**src/hdl/sac_pkg.sv**
```systemverilog
// Package of constants and types for the converter control block
package sac_pkg;
	localparam int          RES_W          = 10;
	localparam int          CH_W           = 5;
	localparam int          TRIG_W         = 3;
	localparam int          PRE_W          = 7;
	localparam logic [4:0]  CYC_NORMAL     = 5'd13;
	localparam logic [4:0]  CYC_FIRST      = 5'd25;
	localparam logic [4:0]  CYC_SH_FIRST   = 5'h0d;
	localparam logic [4:0]  CYC_SH_NORMAL  = 5'h01;
	localparam logic [2:0]  TRIG_SELF      = 3'h0;
	localparam logic [4:0]  CH_SE_LAST     = 5'h07;
	localparam logic [4:0]  CH_BANDGAP     = 5'h1e;
	localparam logic [4:0]  CH_GROUND      = 5'h1f;
	localparam logic [4:0]  CH_G10_FIRST   = 5'h08;
	localparam logic [4:0]  CH_G200_FIRST  = 5'h0c;
	localparam logic [4:0]  CH_G1_FIRST    = 5'h10;
	localparam logic [1:0]  REF_EXT        = 2'h0;
	localparam logic [1:0]  REF_SUPPLY     = 2'h1;
	localparam logic [1:0]  REF_INT256     = 2'h3;
	localparam logic [1:0]  GAIN_1X        = 2'h0;
	localparam logic [1:0]  GAIN_10X       = 2'h1;
	localparam logic [1:0]  GAIN_200X      = 2'h2;
	localparam logic [1:0]  GAIN_BYPASS    = 2'h3;
	typedef enum logic [1:0] {ST_IDLE, ST_CONV} sac_state_e;
endpackage : sac_pkg

```
**src/hdl/sac_tick_if.sv**
```systemverilog
// Interface carrying the prescaler tick between the two modules
`timescale 1ns/1ps
interface sac_tick_if;
	logic enable;
	logic restart;
	logic tick;
	modport ctrl (output enable, output restart, input tick);
	modport pre  (input enable, input restart, output tick);
endinterface : sac_tick_if

```
**src/hdl/sac_prescaler.sv**
```systemverilog
// Converter clock prescaler producing a one-cycle tick enable
`timescale 1ns/1ps
module sac_prescaler
	import sac_pkg::*;
(
	input  wire logic             clk,
	input  wire logic             srst,
	input  wire logic [2:0]       divSel,
	sac_tick_if.pre               tickIf
);
	logic [PRE_W-1:0] cnt_reg;
	logic [PRE_W-1:0] limit;

	// Divide by 2 to the power of divSel (at least 2)
	always_comb begin
		limit = (divSel == 3'h0) ? 7'h01 : 7'((8'h01 << divSel) - 8'h01);
	end

	// Counter held in reset while disabled or restarted
	always_ff @(posedge clk) begin
		if (srst || !tickIf.enable || tickIf.restart) begin
			cnt_reg <= '0;
		end else if (cnt_reg >= limit) begin
			cnt_reg <= '0;
		end else begin
			cnt_reg <= cnt_reg + 7'h01;
		end
	end

	assign tickIf.tick = tickIf.enable && !tickIf.restart && (cnt_reg >= limit);
endmodule : sac_prescaler

```
**src/hdl/sac_control.sv**
```systemverilog
// Conversion control of the successive-approximation converter
`timescale 1ns/1ps
module sac_control
	import sac_pkg::*;
(
	input  wire logic             clk,
	input  wire logic             srst,
	input  wire logic             converterEnable,
	input  wire logic             startConversionWrite,
	input  wire logic             autoTriggerEnable,
	input  wire logic [TRIG_W-1:0] triggerSelectField,
	input  wire logic [7:0]       triggerSources,
	input  wire logic             leftAdjustBit,
	input  wire logic [CH_W-1:0]  channelSelectField,
	input  wire logic [1:0]       referenceSelectBits,
	input  wire logic [2:0]       prescaleSelect,
	input  wire logic             flagClearWrite,
	input  wire logic             vectorTaken,
	input  wire logic             lowByteRead,
	input  wire logic             highByteRead,
	input  wire logic             compareIn,
	output logic                  startConversionBit,
	output logic                  conversionCompleteFlag,
	output logic [7:0]            resultHighByte,
	output logic [7:0]            resultLowByte,
	output logic                  resultBlocked,
	output logic [CH_W-1:0]       activeChannel,
	output logic [1:0]            activeReference,
	output logic [1:0]            gainSelect,
	output logic                  gainStageOn,
	output logic                  sampleHold,
	output logic                  dacValid,
	output logic [RES_W-1:0]      dacCode
);
	// ********************************************************
	// Prescaler and synchronisers
	// ********************************************************
	sac_tick_if tickIf ();

	sac_prescaler sac_prescaler_inst (
		.clk    (clk),
		.srst   (srst),
		.divSel (prescaleSelect),
		.tickIf (tickIf)
	);

	logic [7:0] trigMeta_reg;
	logic [7:0] trigSync_reg;
	logic       cmpMeta_reg;
	logic       cmpSync_reg;

	// Two-stage synchronisers on asynchronous sources
	always_ff @(posedge clk) begin
		if (srst) begin
			trigMeta_reg <= 8'h00;
			trigSync_reg <= 8'h00;
			cmpMeta_reg  <= 1'b0;
			cmpSync_reg  <= 1'b0;
		end else begin
			trigMeta_reg <= triggerSources;
			trigSync_reg <= trigMeta_reg;
			cmpMeta_reg  <= compareIn;
			cmpSync_reg  <= cmpMeta_reg;
		end
	end

	// ********************************************************
	// Start logic
	// ********************************************************
	sac_state_e  state_reg;
	logic        firstConv_reg;
	logic [4:0]  cycCnt_reg;
	logic [RES_W-1:0] sar_reg;
	logic [3:0]  bitIdx_reg;
	logic        trigLevel;
	logic        trigPrev_reg;
	logic        trigEdge;
	logic        pendStart_reg;
	logic        done;
	logic        freeRun;
	logic        autoStart;
	logic [4:0]  convLen;

	assign freeRun   = autoTriggerEnable && (triggerSelectField == TRIG_SELF);
	assign trigLevel = trigSync_reg[triggerSelectField];
	assign trigEdge  = trigLevel && !trigPrev_reg;
	// Edge only counts while idle; edges during conversion are lost
	assign autoStart = converterEnable && autoTriggerEnable && !freeRun
		&& trigEdge && (state_reg == ST_IDLE);
	assign convLen   = firstConv_reg ? CYC_FIRST : CYC_NORMAL;
	assign done      = (state_reg == ST_CONV) && tickIf.tick
		&& (cycCnt_reg == convLen - 5'd1);

	assign tickIf.enable  = converterEnable;
	assign tickIf.restart = autoStart;

	// Previous trigger level for edge detection
	always_ff @(posedge clk) begin
		if (srst) begin
			trigPrev_reg <= 1'b0;
		end else begin
			trigPrev_reg <= trigLevel;
		end
	end

	// Software start request waits for next converter clock edge
	always_ff @(posedge clk) begin
		if (srst || !converterEnable) begin
			pendStart_reg <= 1'b0;
		end else if (startConversionWrite && state_reg == ST_IDLE) begin
			pendStart_reg <= 1'b1;
		end else if (state_reg == ST_CONV) begin
			pendStart_reg <= 1'b0;
		end
	end

	// Conversion sequencer
	always_ff @(posedge clk) begin
		if (srst || !converterEnable) begin
			state_reg  <= ST_IDLE;
			cycCnt_reg <= 5'd0;
		end else begin
			unique case (state_reg)
				ST_IDLE: begin
					if (autoStart || (pendStart_reg && tickIf.tick)) begin
						state_reg  <= ST_CONV;
						cycCnt_reg <= 5'd0;
					end
				end
				ST_CONV: begin
					if (done) begin
						// Free running restarts at once, flag state ignored
						state_reg  <= freeRun ? ST_CONV : ST_IDLE;
						cycCnt_reg <= 5'd0;
					end else if (tickIf.tick) begin
						cycCnt_reg <= cycCnt_reg + 5'd1;
					end
				end
			endcase
		end
	end

	// First conversion after enabling takes the long sequence
	always_ff @(posedge clk) begin
		if (srst || !converterEnable) begin
			firstConv_reg <= 1'b1;
		end else if (done) begin
			firstConv_reg <= 1'b0;
		end
	end

	// Start bit reads one whenever a conversion runs or waits
	assign startConversionBit = (state_reg == ST_CONV) || pendStart_reg;

	// ********************************************************
	// Channel and reference selection
	// ********************************************************
	logic sampleCyc;
	logic selOpen;

	assign sampleCyc = (state_reg == ST_CONV)
		&& (cycCnt_reg == (firstConv_reg ? CYC_SH_FIRST : CYC_SH_NORMAL));
	// Selection follows software until a conversion starts, and again
	// in the last converter cycle
	assign selOpen = (state_reg == ST_IDLE)
		|| (cycCnt_reg == convLen - 5'd1);

	// Active selection latched only while enabled
	always_ff @(posedge clk) begin
		if (srst) begin
			activeChannel   <= CH_GROUND;
			activeReference <= REF_EXT;
		end else if (converterEnable && selOpen && !autoStart) begin
			activeChannel   <= channelSelectField;
			activeReference <= referenceSelectBits;
		end
	end

	// Gain path: bypass for single-ended, ground and bandgap
	always_comb begin
		if (activeChannel >= CH_BANDGAP) begin
			gainSelect = GAIN_BYPASS;
		end else if (activeChannel >= CH_G1_FIRST) begin
			gainSelect = GAIN_1X;
		end else if (activeChannel >= CH_G200_FIRST) begin
			gainSelect = GAIN_200X;
		end else if (activeChannel >= CH_G10_FIRST) begin
			gainSelect = GAIN_10X;
		end else begin
			gainSelect = GAIN_BYPASS;
		end
	end
	assign gainStageOn = converterEnable && (gainSelect != GAIN_BYPASS);
	assign sampleHold  = sampleCyc;

	// ********************************************************
	// Successive approximation
	// ********************************************************
	// Trial code sent to the capacitor array
	always_ff @(posedge clk) begin
		if (srst || state_reg == ST_IDLE) begin
			sar_reg    <= 10'h000;
			bitIdx_reg <= 4'd9;
			dacValid   <= 1'b0;
		end else if (tickIf.tick && sampleCyc) begin
			sar_reg    <= 10'h200;
			bitIdx_reg <= 4'd9;
			dacValid   <= 1'b1;
		end else if (tickIf.tick && dacValid && !done) begin
			// Keep the bit when input is above the trial level
			if (!cmpSync_reg) begin
				sar_reg[bitIdx_reg] <= 1'b0;
			end
			if (bitIdx_reg != 4'd0) begin
				sar_reg[bitIdx_reg - 4'd1] <= 1'b1;
				bitIdx_reg <= bitIdx_reg - 4'd1;
			end else begin
				dacValid <= 1'b0;
			end
		end
	end
	// Code zero is ground, all ones is reference minus one step
	assign dacCode = sar_reg;

	// ********************************************************
	// Result bytes and completion flag
	// ********************************************************
	logic [RES_W-1:0] result_reg;

	// Low byte read locks, high byte read unlocks
	always_ff @(posedge clk) begin
		if (srst) begin
			resultBlocked <= 1'b0;
		end else if (highByteRead) begin
			resultBlocked <= 1'b0;
		end else if (lowByteRead) begin
			resultBlocked <= 1'b1;
		end
	end

	// Completed value stored unless locked
	always_ff @(posedge clk) begin
		if (srst) begin
			result_reg <= 10'h000;
		end else if (done && !resultBlocked) begin
			result_reg <= sar_reg;
		end
	end

	// Justification of the two result bytes
	always_ff @(posedge clk) begin
		if (srst) begin
			resultHighByte <= 8'h00;
			resultLowByte  <= 8'h00;
		end else if (leftAdjustBit) begin
			resultHighByte <= result_reg[9:2];
			resultLowByte  <= {result_reg[1:0], 6'h00};
		end else begin
			resultHighByte <= {6'h00, result_reg[9:8]};
			resultLowByte  <= result_reg[7:0];
		end
	end

	// Flag sets on every completion; set wins over clear
	always_ff @(posedge clk) begin
		if (srst) begin
			conversionCompleteFlag <= 1'b0;
		end else if (done) begin
			conversionCompleteFlag <= 1'b1;
		end else if (flagClearWrite || vectorTaken) begin
			conversionCompleteFlag <= 1'b0;
		end
	end
endmodule : sac_control

```
**config.mk**
```make
export PLATFORM = sky130hd
export DESIGN_NAME = sac_control
export DESIGN_NICKNAME = d
export VERILOG_FILES = /design/src/hdl/sac_pkg.sv /design/src/hdl/sac_tick_if.sv /design/src/hdl/sac_prescaler.sv /design/src/hdl/sac_control.sv
export SDC_FILE = /design/constraint.sdc
export NUM_CORES = 1
export LEC_CHECK = 0
export BUFFER_PORTS_ARGS = -buffer_cell sky130_fd_sc_hd__buf_2
export CAP_MARGIN = 20
export CELL_PAD_IN_SITES_DETAIL_PLACEMENT = 1
export CELL_PAD_IN_SITES_GLOBAL_PLACEMENT = 2
export CORE_ASPECT_RATIO = 2
export CORE_UTILIZATION = 30
export DETAILED_ROUTE_END_ITERATION = 16
export PLACE_DENSITY = 0.83
export RECOVER_POWER = 100
export SKIP_LAST_GASP = 1
export SYNTH_ARGS = -nofsm -noshare
export SYNTH_HDL_FRONTEND = slang
export SYNTH_HIERARCHICAL = 1
export SYNTH_SLANG_ARGS = --single-unit
```
**constraint.sdc**
```tcl
create_clock -name clk -period 2.2 [get_ports clk]
set_input_delay 0.22 -clock clk [delete_from_list [all_inputs] [get_ports clk]]
set_output_delay 0.22 -clock clk [all_outputs]
set_load 0.03 [all_outputs]
```
==> flow_summary.toml <==
[logic_synthesis]
yosys_register_bits = 84
postSynthCellCount = 367
synthesis.nets = 413
async_reset_ff_frac = 0
synth.distinct_cells = 53
yosysWarnings = 6
synthFlopType = "dfxtp_1"
synth_edf_count = 0
ys_seq_area_frac = 0.473
avgSynthCellArea_sq_um = 9.69
syn_area_sq_um = 3560

[critical_path]
startpoint_type = "flop"
crit_type = "reg -> reg"
arrival_ps = 2370
crit_required_ps = 2420
end_kind = "flop"
critPathMaxFanout = 6

[timing]
setup_tns_ps = 0
drv_slew = 0
fin_skew_ps = 4.07
period_needed_ps = 2150
fin_crit_sh = 0.976
rsz0062_at_grt = "true"
max_freq_mhz = 466
hold_violations = 0
worst_slew_pin_slew_ps = 645
finalSetupViolCount = 0
max_slew_margin = 0.568

[routing]
first_pass_iters = 4
wl_microns = 9320
wl_per_cell_microns = 15.2
drt_iter0_markers = 88
drtAntennaViolNets = 0
vias = 2999
routed_via_density = 4.88
drt_drc_violations_left = 0

[global_route]
grt_overflow = 0
grt_pass1_vias = 3200
grt_pass1_wl_microns = 15000
grt_util_all_layers = 0.160
grt_max_degree = 27
antenna_found_initial = 0

[power_and_ir_drop]
leakagePower_nw = 1.87
power_per_cell_area_nw_per_um2 = 711
finalPower_mw = 3.32
irDropWorstVdd_mv = 0.430

[floorplan]
row_count = 55
start_util = 0.311
die_h_microns = 156
fp.dieArea_sq_um = 12300
fp.dieW_microns = 79.0
ios = 73
coreArea_sq_um = 11400

[cts]
hold_buffers = 0
cts_buffer_depth = 2
insertion_delay_ps = 340
root_buffer = "clkbuf_16"
clock-sinks = 84
cts_tree = "built"
clkTransAtPathRegs_ps = 60
cts_inserted_buffers = 9
cts_htree_levels = 3

[finish]
mostFrequentLayoutCell = "dfxtp_1"
fillers = 1376
nets = 513
area_growth_pct = 31.3
n_antenna_cell = 0
postLayoutCoreUtil = 0.409
final_cells = 614
final_cell_mix = "dfxtp_1 (82), clkbuf_1 (42), nor2_1 (39)"
drive_gt1_frac = 0.225

[outcome]
status = "finished, final reports clean"

[placed_design]
placed_cells = 594
hpwl_microns = 7120
place.port_buffers = 72
routabilityCongestion = 0.785

[flow_run]
drv_cap = 0

[min_path]
min_path_type = "in -> reg"
[path summary, 6_finish.rpt]
| path | startpoint | endpoint | slack (ps) | depth (start not counted) |
|---|---|---|---|---|
| setup / recovery | sac_prescaler_inst/cnt_reg[4] | result_reg[8] | 50 | 9 |
| hold reg to reg | trigMeta_reg[2] | trigSync_reg[2] | 440 | 1 |
| hold / removal | highByteRead | resultBlocked | 50 | 2 |
| setup reg to reg | sac_prescaler_inst/cnt_reg[4] | result_reg[8] | 50 | 9 |
[worst max-delay path, cell delays in order, from the launching register on]
cell,delay [ps]
dfxtp_1,350
ha_4,280
nand4_1,90
a21oi_2,190
o211a_4,230
buf_6,120
nor3b_4,300
clkbuf_16,210
mux2i_1,180
nor2_1,60
[where the power goes]
group          total [mW]  leakage, nW  switching, mW  internal (mW)
Clock                1.53        0.146          0.612          0.915
Sequential           1.57        0.684         0.0169           1.55
Combinational       0.225         1.04          0.137         0.0882
[routing by layer]
metal / GRT usage / part of all wire / vias up / routed length (microns)
li1: - / - / 1475 / -
met1: 0.144 / 0.36 / 1447 / 3360
met2: 0.319 / 0.58 / 59 / 5390
met3: 0.0363 / 0.032 / 18 / 298
met4: 0.0753 / 0.030 / 0 / 276
met5: 0 / 0 / - / 0
[final cells by class]
cell class	count	area, sq um	share of cell area
Multi-Input combinational cell	260	1880	0.403
Inverter	8	30.0	0.00643
Clock inverter	5	60.1	0.0129
Timing Repair Buffer	104	592	0.127
Clock buffer	11	243	0.0520
Tap cell	142	178	0.0380
Sequential cell	84	1680	0.361
[timing repair]
| item | in CTS | in global routing |
|---|---|---|
| cloned | 0 | 1 |
| buffers inserted | 0 | 3 |
| setup endpoints to repair | 9 | 32 |
| pin swaps | 1 | 14 |
| gates resized for setup | 3 | 21 |
[metrics by stage]
stage	hold WS [ps]	cell area (sq um)	setup slack (ps)
after CTS	37.0	4570	0.219
after global placement	384	4260	-84.0
after global routing	45.1	4670	-73.4
after detailed placement	397	4260	-89.0
final	48.5	4670	52.6
after floorplan	297	3560	8.29
[cells in the mapped netlist, types with 2 or more instances]
cell      instances  share of area
a32o_1            9          0.025
dfxtp_1          84           0.47
a21oi_1           9          0.013
xnor2_1           3         0.0074
inv_1             8         0.0084
buf_2             3         0.0042
nor3b_1           4         0.0084
nor2b_1          24          0.042
mux2_2            3         0.0095
o211ai_1          2         0.0042
o211a_1           2         0.0056
clkbuf_1          9         0.0095
nor2_1           39          0.041
or3_1             2         0.0035
mux2i_1          26          0.073
nor4b_1           2         0.0049
nand2_1          26          0.027
and3_1            5         0.0088
a31oi_1           3         0.0053
o21a_1            3         0.0063
ha_1             14          0.049
nor3_1            7         0.0098
nand3b_1          3         0.0063
a41oi_1           3         0.0074
o21ai_0           6         0.0084
and2_1           14          0.025
nand2b_1          7          0.012
nand4_1           3         0.0053
a21oi_2           2         0.0049
nand3_1          17          0.024
xor2_1            2         0.0049
a211oi_1          2         0.0042
[cells by family after synthesis]
| kind of cell | count (synthesis) | share of synthesized area |
|---|---|---|
| compound gates | 51 | 0.112 |
| xor+xnor | 5 | 0.0123 |
| fa+ha+maj | 14 | 0.0492 |
| buf+inv | 23 | 0.0285 |
| flops | 84 | 0.473 |
| mux | 29 | 0.0827 |
| simple gates | 161 | 0.242 |
No activity file was read; power rests on OpenSTA's default activity.
